===== config.mk =====
export PLATFORM = sky130hd
export DESIGN_NAME = lintmc_ctrl
export DESIGN_NICKNAME = d
export VERILOG_FILES = /design/src/verilog/lintmc_pkg.sv /design/src/verilog/lintmc_ctrl.sv
export SDC_FILE = /design/constraint.sdc
export NUM_CORES = 1
export LEC_CHECK = 0
export BUFFER_PORTS_ARGS = -buffer_cell sky130_fd_sc_hd__buf_2
export CAP_MARGIN = 20
export CORE_ASPECT_RATIO = 1.2
export CORE_MARGIN = 2
export CORE_UTILIZATION = 54
export CTS_CLUSTER_SIZE = 12
export DETAILED_ROUTE_END_ITERATION = 7
export GPL_ROUTABILITY_DRIVEN = 0
export PLACE_DENSITY = 0.81
export SYNTH_ARGS = -nofsm -noshare
export SYNTH_HDL_FRONTEND = slang
export SYNTH_SLANG_ARGS = --single-unit

===== constraint.sdc =====
create_clock -name core_clk -period 2 [get_ports core_clk]
set_clock_uncertainty 0.15 [all_clocks]
set_input_delay 0.2 -clock core_clk [delete_from_list [all_inputs] [get_ports core_clk]]
set_output_delay 0.2 -clock core_clk [all_outputs]
set_load 0.01 [all_outputs]

===== src/verilog/lintmc_pkg.sv =====
// Package of constants for the host-side transceiver mode controller
// Notes on behaviour
// - Controller drives transceiver-on low to put the transceiver to sleep.
// - Controller may enter normal mode without bus wake-up by raising transceiver-on.
// - Transmit low drives the bus dominant; transmit high leaves it recessive.
// - Controller services the watchdog by pulses; only rising edges count.
// - Bit timing on transmit and receive stays at or below 20 kBaud; the controller paces transmit only, receive passes straight through.
package lintmc_pkg;
   localparam int unsigned CLK_HZ          = 40_000_000;
   localparam int unsigned BAUD_MAX        = 20_000;
   // Least bit time rounds up to whole cycles
   localparam int unsigned BIT_CYC         = (CLK_HZ + BAUD_MAX - 1) / BAUD_MAX;
   localparam int unsigned WD_HALF_CYC     = 16;
   localparam int unsigned WAKE_CONFIRM    = 4;
   localparam int unsigned CNT_W           = 12;
   localparam logic [CNT_W-1:0] BIT_CNT_MAX  = CNT_W'(BIT_CYC - 1);
   localparam logic [CNT_W-1:0] WD_CNT_MAX   = CNT_W'(WD_HALF_CYC - 1);
   localparam logic [CNT_W-1:0] WAKE_CNT_MAX = CNT_W'(WAKE_CONFIRM - 1);
   localparam logic [CNT_W-1:0] CNT_ZERO     = 12'h000;

   typedef enum logic [1:0] {
      LINTMC_SLEEP,
      LINTMC_WAKE_SEEN,
      LINTMC_NORMAL
   } lintmc_mode_e;
endpackage


===== src/verilog/lintmc_ctrl.sv =====
// Host-side controller driving a LIN transceiver's mode, data and watchdog pins
`timescale 1ns/1ps
module lintmc_ctrl (
   // Clock and reset
   input  wire logic   core_clk,
   input  wire logic   nrst,
   input  wire logic   clk_en,
   // User side
   input  wire logic   go_normal,
   input  wire logic   go_sleep,
   input  wire logic   tx_bit_valid,
   input  wire logic   tx_bit,
   output logic        tx_bit_ready,
   output logic        rx_bit,
   output logic        wake_event,
   output logic        normal_active,
   input  wire logic   wd_kick,
   input  wire logic   reg_enable,
   // Transceiver pins
   output logic        transceiver_on_input,
   output logic        txd,
   input  wire logic   rxd,
   output logic        watchdog_trigger,
   output logic        regulator_shutoff_in_n,
   input  wire logic   regulator_control_out
);
   import lintmc_pkg::*;

   // ****************************************
   // Pin synchronisers
   // ****************************************
   logic [1:0] rxd_s_r, rxd_s_nxt;
   logic [1:0] inh_s_r, inh_s_nxt;

   always_comb begin
      rxd_s_nxt = {rxd_s_r[0], rxd};
      inh_s_nxt = {inh_s_r[0], regulator_control_out};
   end

   always_ff @(posedge core_clk or negedge nrst) begin
      if (!nrst) begin
         rxd_s_r <= 2'h3;
         inh_s_r <= 2'h0;
      end else if (clk_en) begin
         rxd_s_r <= rxd_s_nxt;
         inh_s_r <= inh_s_nxt;
      end
   end

   wire logic rxd_q = rxd_s_r[1];
   wire logic inh_q = inh_s_r[1];

   // ****************************************
   // Mode control
   // ****************************************
   lintmc_mode_e     mode_r, mode_nxt;
   logic [CNT_W-1:0] wake_cnt_r, wake_cnt_nxt;
   logic             en_r, en_nxt;
   logic             wake_ev_r, wake_ev_nxt;
   logic             nrm_r, nrm_nxt;

   always_comb begin
      mode_nxt     = mode_r;
      wake_cnt_nxt = wake_cnt_r;
      en_nxt       = en_r;
      wake_ev_nxt  = 1'b0;
      case (mode_r)
         LINTMC_SLEEP: begin
            en_nxt = 1'b0;
            // Wake seen as regulator control high plus receive held low
            if (inh_q && !rxd_q) begin
               if (wake_cnt_r == WAKE_CNT_MAX) begin
                  mode_nxt    = LINTMC_WAKE_SEEN;
                  wake_ev_nxt = 1'b1;
               end else begin
                  wake_cnt_nxt = wake_cnt_r + 12'h001;
               end
            end else begin
               wake_cnt_nxt = CNT_ZERO;
            end
            if (go_normal) begin
               // Normal entry wins; a wake found in the same cycle is moot
               mode_nxt     = LINTMC_NORMAL;
               en_nxt       = 1'b1;
               wake_ev_nxt  = 1'b0;
               wake_cnt_nxt = CNT_ZERO;
            end
         end
         LINTMC_WAKE_SEEN: begin
            // Fresh count if sleep is asked for again while the flag stands
            wake_cnt_nxt = CNT_ZERO;
            // Flag held by device until normal mode entered
            if (go_normal) begin
               mode_nxt = LINTMC_NORMAL;
               en_nxt   = 1'b1;
            end else if (go_sleep) begin
               mode_nxt = LINTMC_SLEEP;
            end
         end
         LINTMC_NORMAL: begin
            en_nxt       = 1'b1;
            wake_cnt_nxt = CNT_ZERO;
            if (go_sleep) begin
               mode_nxt = LINTMC_SLEEP;
               en_nxt   = 1'b0;
            end
         end
         default: begin
            mode_nxt = LINTMC_SLEEP;
            en_nxt   = 1'b0;
         end
      endcase
      nrm_nxt = (mode_nxt == LINTMC_NORMAL);
   end

   always_ff @(posedge core_clk or negedge nrst) begin
      if (!nrst) begin
         mode_r     <= LINTMC_SLEEP;
         wake_cnt_r <= CNT_ZERO;
         en_r       <= 1'b0;
         wake_ev_r  <= 1'b0;
         nrm_r      <= 1'b0;
      end else if (clk_en) begin
         mode_r     <= mode_nxt;
         wake_cnt_r <= wake_cnt_nxt;
         en_r       <= en_nxt;
         wake_ev_r  <= wake_ev_nxt;
         nrm_r      <= nrm_nxt;
      end
   end

   // ****************************************
   // Transmit pacing and receive
   // ****************************************
   logic [CNT_W-1:0] bit_cnt_r, bit_cnt_nxt;
   logic             txd_r, txd_nxt;
   logic             rdy_r, rdy_nxt;
   logic             rx_r, rx_nxt;

   always_comb begin
      bit_cnt_nxt = bit_cnt_r;
      txd_nxt     = txd_r;
      rdy_nxt     = 1'b0;
      if (!nrm_r || !nrm_nxt) begin
         // Recessive from the edge that leaves normal mode, so the
         // transceiver is never switched off with a dominant bit on it
         txd_nxt     = 1'b1;
         bit_cnt_nxt = CNT_ZERO;
      end else if (bit_cnt_r != CNT_ZERO) begin
         // Each bit held at least one bit time
         bit_cnt_nxt = bit_cnt_r - 12'h001;
      end else begin
         rdy_nxt = !(tx_bit_valid && rdy_r);
         if (tx_bit_valid && rdy_r) begin
            txd_nxt     = tx_bit;
            bit_cnt_nxt = BIT_CNT_MAX;
         end
      end
      // Low receive means dominant or wake flag; both pass through
      rx_nxt = rxd_q;
   end

   always_ff @(posedge core_clk or negedge nrst) begin
      if (!nrst) begin
         bit_cnt_r <= CNT_ZERO;
         txd_r     <= 1'b1;
         rdy_r     <= 1'b0;
         rx_r      <= 1'b1;
      end else if (clk_en) begin
         bit_cnt_r <= bit_cnt_nxt;
         txd_r     <= txd_nxt;
         rdy_r     <= rdy_nxt;
         rx_r      <= rx_nxt;
      end
   end

   // ****************************************
   // Watchdog pulse and regulator inhibit
   // ****************************************
   logic [CNT_W-1:0] wd_cnt_r, wd_cnt_nxt;
   logic             wd_r, wd_nxt;
   logic             inhn_r, inhn_nxt;

   always_comb begin
      wd_cnt_nxt = wd_cnt_r;
      wd_nxt     = wd_r;
      if (wd_cnt_r != CNT_ZERO) begin
         wd_cnt_nxt = wd_cnt_r - 12'h001;
      end else if (wd_r) begin
         wd_nxt     = 1'b0;
         wd_cnt_nxt = WD_CNT_MAX;
      end else if (wd_kick) begin
         // Only the rising edge counts, so a full low-high pulse
         wd_nxt     = 1'b1;
         wd_cnt_nxt = WD_CNT_MAX;
      end
      inhn_nxt = reg_enable;
   end

   always_ff @(posedge core_clk or negedge nrst) begin
      if (!nrst) begin
         wd_cnt_r <= CNT_ZERO;
         wd_r     <= 1'b0;
         inhn_r   <= 1'b1;
      end else if (clk_en) begin
         wd_cnt_r <= wd_cnt_nxt;
         wd_r     <= wd_nxt;
         inhn_r   <= inhn_nxt;
      end
   end

   // ****************************************
   // Pin and status outputs
   // ****************************************

   always_comb begin
      transceiver_on_input   = en_r;
      txd                    = txd_r;
      tx_bit_ready           = rdy_r;
      rx_bit                 = rx_r;
      wake_event             = wake_ev_r;
      normal_active          = nrm_r;
      watchdog_trigger       = wd_r;
      regulator_shutoff_in_n = inhn_r;
   end
endmodule // lintmc_ctrl


==> flow_metrics.tcl, run 1 <==
set metrics [dict create \
    io_pins 19 \
    synthCells 300 \
    slew_viol_final 0 \
    rr_startpoint "wake_cnt_r[8]" \
    fmax_mhz 454 \
    cpPeakStageDelay_ps 410 \
    layout-area-overhead-vs-synth_pct 45.1 \
    detail_route.wl_per_cell_um 18.9 \
    drtAntennaViolNets 0 \
    rrSetupSlack_ps -200 \
    grt_max_degree 32 \
    worstHoldPathType "primary input to register" \
    finalPower_mw 4.99 \
    clk_path_buf_depth 2 \
    synth_ff_type "dfrtp_1" \
    cp.required_ps 2050 \
    cap_violations 0 \
    post_dp_cell_area_um2 3480 \
    status "finished, violations left" \
    syn_nets 320 \
    cp.arrival_ps 2260 \
    yosysWarnings 0 \
    synthArstFlopShare 1.00 \
    finalHoldViolations 0 \
    wl_met3_um 569 \
    r2r_cells 8 \
    antenna_found_initial 0 \
    grt_pass1_vias 2821 \
    yosysTopAreaCellShare 0.401 \
    cp-startpoint "wake_cnt_r[8]" \
    design_area_um2 4070 \
    synth_edf_count 0 \
    min_period_ps 2200 \
    top_layer "met4" \
    syn_avg_cell_area_um2 9.36 \
    ir_worst_vdd_v 0.000707 \
    power-per-cell-area_nw_per_um2 1230 \
    gr-total-overflow 0 \
    worst_slack_ps -203 \
    die_w_um 69.8 \
    endpoint "tx_bit_ready" \
    fp-row-count 28 \
    violations "negative setup slack" \
    via_per_inst 6.41 \
    path_delay_family "simple AND/OR/NAND/NOR gates" \
    relSlewSlack 0.527 \
    antenna_cells 0 \
    crit_path_start_kind "register" \
    holdPathStages 3 \
    dp_hpwl_um 4910 \
    cts_root_buf "clkbuf_8" \
    mappedNetlistArea_um2 2810 \
    cts_inserted_buffers 5 \
    worstSetupPathType "register to register" \
    place_ws_ps -217 \
    die_y_um 83.0 \
    cp_num_buf_inv 2 \
    wl_met1_um 3380 \
    ys_types 52 \
    cts_tree "done" \
    vias 2974 \
    yosysTopAreaCell "dfrtp_1" \
    crit_path_cell_trace "nor4_1 > buf_4 > nand4_1 > a31o_2 > nand4b_1 > buf_6 > nor2_2 > mux2_2" \
    cts.sinks 50 \
    timing.hold.ws_ps 31.1 \
    path_clk_slew_ps 100 \
    drc 0 \
    finalWirelength_um 8760 \
    nNetsFinal 423 \
    cp-end-kind "register" \
    die_area_um2 5790 \
    fin_tns_setup_ps -2640 \
    clk_latency_ps 300 \
    slowest_stage "dfrtp_1" \
    setup_viol 31 \
    drtPass1Iterations 5 \
    grt_pass1_wl_um 12700 \
    cp.depth 8 \
    drtIter0Drc 341 \
    leakagePower_nw 1.90 \
    synth_area_leaders "dfrtp_1 40%, o21ai_0 5.9%, dfstp_2 4.7%" \
    met2RoutedLength_um 4480 \
    drive_gt1_frac 0.470 \
    n_fill_cell 272 \
    h-tree-depth 2 \
    seq_area_frac_synth 0.448 \
    rsz0062_at_grt "true" \
    worst-path-max-fanout 14 \
    core_um2 4970 \
    grt_usage 0.263 \
    place.port_buffers 18 \
    ys_seq_elements 50 \
    start_util 0.564 \
    fin_crit_sh 1.10 \
    r2r_end "tx_bit_ready" \
    worstMarginPinSlew_ps 709 \
]
cells in the final DEF (no fill, tap or decap), types with 3 or more instances in the layout:
cell,count
mux2_2,9
ha_4,3
o31ai_1,3
dlygate4sd3_1,4
nor2b_1,3
ha_1,5
nor2_1,21
buf_2,18
a21oi_1,4
inv_1,8
o21ai_0,16
o21ai_2,4
nor3_1,12
nor2_4,3
a31oi_1,6
dfrtp_1,44
nand2_1,12
o21ai_1,12
and3_1,5
nand2b_4,4
nand2b_1,6
o31ai_2,4
buf_4,72
inv_2,4
nand4_1,4
nor4_1,4
a21oi_2,5
and2_1,3
dfstp_2,5
buf_6,11
nand4b_1,3
nand3_1,5
nand2_2,5
or2_4,3
nor2_2,6
a21o_1,10
clkbuf_8,5
metrics by stage:
stage	util	instances
2_1_floorplan	-	300
3_3_place_gp	0.700	434
3_5_place_dp	0.700	434
4_1_cts	0.765	453
5_1_grt	0.819	464
6_report	0.819	464
synth_stat cells, types with 5 or more instances:
cell	n
nor2_1	30
a21o_1	10
dfstp_2	5
and3_1	7
a21oi_1	9
ha_1	9
o21ai_0	33
nand2b_1	10
mux2_2	9
nand2_1	18
dfrtp_1	45
nor3_1	15
a31oi_1	6
nor4_1	5
nand3_1	5
inv_1	12
o31ai_1	8
sequential cells by signal, indices dropped and copies added (netlist names):
name	flops
bit_cnt_r	12
inh_s_r	2
mode_r	2
normal_active	1
regulator_shutoff_in_n	1
rx_bit	1
rxd_s_r	2
transceiver_on_input	1
tx_bit_ready	1
txd	1
wake_cnt_r	12
wake_event	1
watchdog_trigger	1
wd_cnt_r	12
power breakdown:
| part | total [mW] | internal (mW) | switching [mW] |
|---|---|---|---|
| registers | 1.56 | 1.28 | 0.278 |
| logic | 2.86 | 1.44 | 1.42 |
| clock network | 0.579 | 0.244 | 0.335 |
| total | 4.99 | 2.96 | 2.03 |
metal layers:
metal	vias to the layer above	track usage
met3	41	0.0267
met1	1446	0.328
li1	1297	-
met4	0	0.0857
met5	-	0
met2	190	0.473
kinds of logic (layout without fill, tap and decap cells):
logic type	Yosys count	in the layout	synth area share
and+or+nand+nor	121	122	0.240
AOI/OAI and AO/OA	82	82	0.184
DFF	50	50	0.448
buffers and inverters	23	126	0.0321
muxes	10	10	0.0397
adders and majority gates	9	9	0.0401
xor gates and xnor gates	5	5	0.0156
how the worst min path moves through the flow:
stage          startpoint      endpoint  slack [ps]
6_report           tx_bit           txd          30
5_1_grt            tx_bit           txd          50
4_1_cts               rxd    rxd_s_r[0]           4
3_5_place_dp         nrst  bit_cnt_r[2]         120
3_3_place_gp         nrst  bit_cnt_r[2]         120
2_1_floorplan        nrst  bit_cnt_r[0]        -250
repair_timing:
| action | in CTS | in global routing |
|---|---|---|
| setup endpoints to repair | 28 | 38 |
| buffers inserted | 7 | 9 |
| hold buffers | 3 | 1 |
| pin swaps | 18 | 21 |
| gates cloned | 1 | 1 |
| gates resized for setup | 40 | 54 |
| hold endpoints to repair | 26 | 1 |
worst reg2reg max path: cells and delay by family, from the launching register on:
| kind | cells | cell delay [ps] |
|---|---|---|
| compound gates | 1 | 310 |
| buf+inv | 2 | 360 |
| flops | 1 | 410 |
| mux | 1 | 260 |
| simple gates | 4 | 620 |
area by class of cell:
type / instances / area (um2) / area share
inverters: 12 / 45.0 / 0.0111
repair buffers: 106 / 815 / 0.200
multi-input cells: 228 / 1800 / 0.441
clock buffers: 6 / 72.6 / 0.0178
flip-flops and latches: 50 / 1260 / 0.309
well taps: 60 / 75.1 / 0.0184
clock inverters: 2 / 10.0 / 0.00246
(Power assumes the default switching activity.)
==> run 2: changes to the inputs <==
--- a/config.mk
+++ b/config.mk
@@ -5,15 +5,16 @@
 export SDC_FILE = /design/constraint.sdc
 export NUM_CORES = 1
 export LEC_CHECK = 0
+export ABC_AREA = 1
 export BUFFER_PORTS_ARGS = -buffer_cell sky130_fd_sc_hd__buf_2
 export CAP_MARGIN = 20
-export CORE_ASPECT_RATIO = 1.2
+export CORE_ASPECT_RATIO = 0.6
 export CORE_MARGIN = 2
-export CORE_UTILIZATION = 54
+export CORE_UTILIZATION = 55
 export CTS_CLUSTER_SIZE = 12
 export DETAILED_ROUTE_END_ITERATION = 7
 export GPL_ROUTABILITY_DRIVEN = 0
-export PLACE_DENSITY = 0.81
+export PLACE_DENSITY = 0.82
 export SYNTH_ARGS = -nofsm -noshare
 export SYNTH_HDL_FRONTEND = slang
 export SYNTH_SLANG_ARGS = --single-unit
==> flow_metrics.tcl, run 2 <==
set metrics [dict create \
    status "finished, final reports clean" \
    drive_gt1_frac 0.174 \
    core_um2 5150 \
    leakagePower_nw 1.74 \
    min_to "txd" \
    finalHoldViolations 0 \
    relSlewSlack 0.590 \
    finalWirelength_um 6940 \
    fmax_mhz 534 \
    ir_worst_vdd_v 0.000944 \
    r2r_cells 11 \
    yosysTopAreaCell "dfrtp_1" \
    syn_avg_cell_area_um2 7.59 \
    drtPass1Iterations 5 \
    grt_pass1_vias 2393 \
    place.port_buffers 18 \
    layout-area-overhead-vs-synth_pct 16.0 \
    worstHoldPathType "primary input to register" \
    fp-row-count 20 \
    postLayoutCoreUtil 0.674 \
    worst-path-max-fanout 13 \
    crit_path_start_kind "register" \
    slowest_stage "dfrtp_1" \
    setup_viol 0 \
    drc 0 \
    fin_crit_sh 0.937 \
    hp-start "tx_bit" \
    path_clk_slew_ps 90 \
    synthArstFlopShare 1.00 \
    clk_path_buf_depth 2 \
    io_pins 19 \
    r2r_end "bit_cnt_r[5]" \
    fin_tns_setup_ps 0 \
    syn_nets 415 \
    n_fill_cell 416 \
    drtIter0Drc 189 \
    clk_latency_ps 310 \
    die_y_um 61.2 \
    vias 2795 \
    cts_tree "done" \
    cp.required_ps 2100 \
    final_cell_mix "98 x nand2_1, 47 x inv_1, 44 x dfrtp_1, 41 x nor2_1, 29 x nand3_1" \
    synth_common_cells "100 x nand2_1, 48 x inv_1, 45 x dfrtp_1" \
    placed_cells 487 \
    rrSetupSlack_ps 130 \
    multiInputGateArea_um2 1530 \
    grt_usage 0.239 \
    via_per_inst 5.55 \
    synth_area_leaders "dfrtp_1 38%, nand2_1 13%, inv_1 6.0%" \
    crit_top_cell "nand2_1" \
    dp_hpwl_um 4950 \
    cp.arrival_ps 1970 \
    drtAntennaViolNets 0 \
    h-tree-depth 2 \
    final_common_cell "nand2_1" \
    reg_top3 "bit_cnt_r x12, wake_cnt_r x12, wd_cnt_r x12" \
    seq_area_frac_synth 0.420 \
    slew_viol_final 0 \
    grt_pass1_wl_um 11400 \
    min_period_ps 1870 \
    cpPeakStageDelay_ps 420 \
    start_util 0.581 \
    cp_num_buf_inv 3 \
    cts.sinks 50 \
    grt_max_degree 51 \
    holdPathStages 4 \
    antenna_cells 0 \
    mappedNetlistArea_um2 3000 \
    yosysWarnings 0 \
    synthCells 395 \
    cp-end-kind "register" \
    regArea_um2 1260 \
    ys_types 37 \
    worstMarginPinSlew_ps 614 \
    ys_seq_elements 50 \
    path_delay_family "simple AND/OR/NAND/NOR gates" \
    cts_root_buf "clkbuf_8" \
    die_w_um 99.3 \
    synth.most_common_cell "nand2_1" \
    yosysTopAreaCellShare 0.376 \
    nNetsFinal 457 \
    worstSetupPathType "register to register" \
    crit_path_cell_trace "inv_2 > ha_1 > inv_1 > nor3_4 > nand3_4 > clkinv_4 > nand2_4 > nand3b_4 > nand2_8 > nand2_1 > nand2_1" \
    antenna_found_initial 0 \
    synth_edf_count 0 \
    power-per-cell-area_nw_per_um2 1360 \
    cts_inserted_buffers 5 \
    gr-total-overflow 0 \
    cap_violations 0 \
    detail_route.wl_per_cell_um 13.8 \
    synth_ff_type "dfrtp_1" \
    fin_cells 504 \
    rr_startpoint "bit_cnt_r[0]" \
    die_area_um2 6070 \
]
## run 2: stage by stage
stage	setup WS [ps]	hold slack, ps	total power [mW]	instance area, um2
2_1_floorplan	149	-246	3.27	3000
3_3_place_gp	-12.0	185	3.81	3250
3_5_place_dp	-82.8	189	3.90	3250
4_1_cts	48.4	95.2	4.64	3420
5_1_grt	-8.47	155	5.13	3480
6_report	126	94.2	4.72	3480
## run 2: cells by family (layout without fill, tap and decap cells)
kind of cell | after synthesis | after routing | synth area share
xor gates and xnor gates | 8 | 8 | 0.0234
buffers and inverters | 59 | 101 | 0.0827
AOI/OAI and AO/OA | 55 | 55 | 0.0994
and+or+nand+nor | 214 | 215 | 0.337
adders and majority gates | 9 | 9 | 0.0376
DFF | 50 | 50 | 0.420
## run 2: power by group
part           internal [mW]  total, mW  leakage, nW  switching (mW)
clock network          0.350      0.694       0.0575           0.344
registers               1.27       1.53        0.648           0.255
logic                  0.948       2.50         1.04            1.55
## run 2: final cells by class
class / instances / area share
Multi-Input combinational cell: 287 / 0.440
Inverter: 50 / 0.0554
Timing Repair Buffer: 43 / 0.0871
Clock buffer: 8 / 0.0317
Tap cell: 66 / 0.0238
Sequential cell: 50 / 0.362
## run 2: worst max path at each step
| stage | start | end | slack [ps] | depth (start not counted) |
|---|---|---|---|---|
| final | bit_cnt_r[0] | bit_cnt_r[5] | 130 | 11 |
| after global routing | mode_r[1] | txd | -8 | 10 |
| after CTS | mode_r[0] | bit_cnt_r[9] | 50 | 9 |
| after detailed placement | mode_r[0] | bit_cnt_r[2] | -80 | 9 |
| after global placement | mode_r[0] | bit_cnt_r[10] | -10 | 9 |
| after floorplan | mode_r[0] | wake_cnt_r[9] | 150 | 7 |
## run 2: worst register-to-register path, cell delays in order (launching register included)
cell and delay [ps]:
dfrtp_1 420, inv_2 100, ha_1 160, inv_1 60
nor3_4 220, nand3_4 130, clkinv_4 90, nand2_4 40
nand3b_4 180, nand2_8 120, nand2_1 70, nand2_1 80
## run 2: layer usage
layer / wire [um] / GRT usage / share of wire
met4: 69 / 0.0607 / 0.0099
met5: 0 / 0 / 0
met1: 3530 / 0.364 / 0.51
met2: 2860 / 0.355 / 0.41
met3: 481 / 0.0443 / 0.069
## run 2: timing repair
action,in CTS,in global routing
setup endpoints to repair,12,20
hold buffers,5,0
pin swaps,0,2
endpoints found under the hold margin,49,0
resized for setup,1,11
cloned,0,1
buffers inserted,0,3
==> run 3: changes to the inputs <==
--- a/config.mk
+++ b/config.mk
@@ -8,13 +8,15 @@
 export ABC_AREA = 1
 export BUFFER_PORTS_ARGS = -buffer_cell sky130_fd_sc_hd__buf_2
 export CAP_MARGIN = 20
+export CELL_PAD_IN_SITES_DETAIL_PLACEMENT = 1
+export CELL_PAD_IN_SITES_GLOBAL_PLACEMENT = 2
 export CORE_ASPECT_RATIO = 0.6
 export CORE_MARGIN = 2
-export CORE_UTILIZATION = 55
+export CORE_UTILIZATION = 32
 export CTS_CLUSTER_SIZE = 12
 export DETAILED_ROUTE_END_ITERATION = 7
 export GPL_ROUTABILITY_DRIVEN = 0
-export PLACE_DENSITY = 0.82
+export PLACE_DENSITY = 0.81
 export SYNTH_ARGS = -nofsm -noshare
 export SYNTH_HDL_FRONTEND = slang
 export SYNTH_SLANG_ARGS = --single-unit
==> flow_metrics.tcl, run 3 (synthesis gave the netlist of run 2 again) <==
set metrics [dict create \
    grt_max_degree 51 \
    worstMarginPinSlew_ps 663 \
    worstSetupPathType "register to register" \
    die_w_um 129 \
    io_pins 19 \
    rr_startpoint "mode_r[0]" \
    design_area_um2 3770 \
    cp-end-kind "register" \
    drive_gt1_frac 0.239 \
    layout-area-overhead-vs-synth_pct 25.7 \
    dp_hpwl_um 6110 \
    seq_power_share 0.284 \
    cts_tree "done" \
    slew_viol_final 0 \
    clk_path_buf_depth 2 \
    relSlewSlack 0.558 \
    via_per_inst 4.94 \
    holdPathStages 3 \
    finalWirelength_um 8630 \
    die_area_um2 10200 \
    post_dp_cell_area_um2 3330 \
    h-tree-depth 2 \
    min_to "watchdog_trigger" \
    core_um2 9120 \
    intPower_mw 3.04 \
    worst-path-max-fanout 6 \
    status "finished, final reports clean" \
    fp-row-count 27 \
    drc 0 \
    path_clk_slew_ps 70 \
    clock_power_share 0.183 \
    start_util 0.329 \
    grt_pass1_wl_um 14000 \
    cts.sinks 50 \
    cts_inserted_buffers 5 \
    r2r_end "bit_cnt_r[6]" \
    fin_crit_sh 0.965 \
    final_cell_mix "93 x nand2_1, 44 x inv_1, 43 x dfrtp_1, 36 x nor2_1, 34 x buf_4" \
    power-per-cell-area_nw_per_um2 1440 \
    rrSetupSlack_ps 70 \
    postLayoutCoreUtil 0.413 \
    grt_usage 0.174 \
    finalPower_mw 5.42 \
    finalHoldViolations 0 \
    swShare 0.440 \
    nNetsFinal 471 \
    gr-total-overflow 0 \
    cts_root_buf "clkbuf_16" \
    cap_violations 0 \
    cp.arrival_ps 1960 \
    place.port_buffers 18 \
    min_period_ps 1930 \
    grt_pass1_vias 2862 \
    r2r_cells 11 \
    ir_worst_vdd_v 0.000863 \
    drtIter0Drc 159 \
    setup_viol 0 \
    drtAntennaViolNets 0 \
    drtPass1Iterations 4 \
    fmax_mhz 518 \
    antenna_found_initial 0 \
    cp.required_ps 2040 \
    reg_top3 "bit_cnt_r x12, wake_cnt_r x12, wd_cnt_r x12" \
    crit_path_start_kind "register" \
    clk_latency_ps 290 \
    leakagePower_nw 1.84 \
    vias 2805 \
    hp-start "wd_kick" \
    final_common_cell "nand2_1" \
    p_sw_mw 2.38 \
    comb_power_share 0.533 \
    worstHoldPathType "primary input to register" \
    antenna_cells 0 \
    die_y_um 79.0 \
    detail_route.wl_per_cell_um 15.2 \
]
run 3: cell types whose count changed in the layout (fill, tap and decap cells not counted), sizes merged:
cell	previous run	this run
buf	38	53
nand2	104	105
and2	2	1
bufinv	0	1
clkbuf	8	6
clkinvlp	0	1
dlygate4sd3	5	4
run 3: through the flow:
step           hold slack (ps)  std cells  TNS [ps]  setup slack [ps]
2_1_floorplan             -246        395         0               149
3_3_place_gp               215        541      -679             -70.6
3_5_place_dp               219        541     -1070              -120
4_1_cts                   16.7        553         0              7.77
5_1_grt                   25.8        568      -771             -67.4
6_report                  18.1        568         0              70.9
run 3: layout make-up:
type	count	area, um2
fillers	1134	5360
repair buffers	57	397
flip-flops and latches	50	1260
well taps	116	145
clock inverters	2	37.5
inverters	50	193
multi-input cells	287	1610
clock buffers	6	129
run 3: critical path, cell delays in order (launching register included):
cell      delay [ps]
dfrtp_1          420
inv_2            120
ha_4             140
nand2_2           50
nand3b_1         220
nand2_2          160
nor2_4            50
buf_6            120
nand3b_4         140
nand2_8          100
nand2_1           80
nand2_1           50
run 3: repair_timing:
item	in CTS	in global routing
buffers inserted	0	14
gates cloned	0	1
gates resized for setup	4	32
hold buffers	4	0
hold endpoints to repair	48	0
setup endpoints to repair	16	37
pin swaps	0	5
run 3: worst max path at each step:
stage | startpoint | endpoint | slack, ps
after floorplan | mode_r[0] | wake_cnt_r[9] | 150
after global placement | wake_cnt_r[1] | bit_cnt_r[0] | -70
after detailed placement | mode_r[0] | bit_cnt_r[2] | -120
after CTS | wd_cnt_r[0] | wd_cnt_r[9] | 8
after global routing | wake_cnt_r[0] | bit_cnt_r[1] | -70
final | mode_r[0] | bit_cnt_r[6] | 70
run 3: routing by layer:
| metal | up-vias | track usage | wire (um) |
|---|---|---|---|
| met4 | 0 | 0.0370 | 71 |
| met5 | - | 0 | 0 |
| li1 | 1407 | - | - |
| met1 | 1360 | 0.263 | 4680 |
| met3 | 8 | 0.0323 | 239 |
| met2 | 30 | 0.259 | 3630 |
run 3: power groups by stage:
stage / sequential, mW / combinational [mW] / clock, mW
CTS: 1.52 / 2.65 / 1.02
global route: 1.58 / 3.23 / 1.06
finish: 1.54 / 2.89 / 0.990
detailed placement: 1.54 / 2.62 / 0
floorplan: 1.50 / 1.77 / 0
global placement: 1.53 / 2.55 / 0
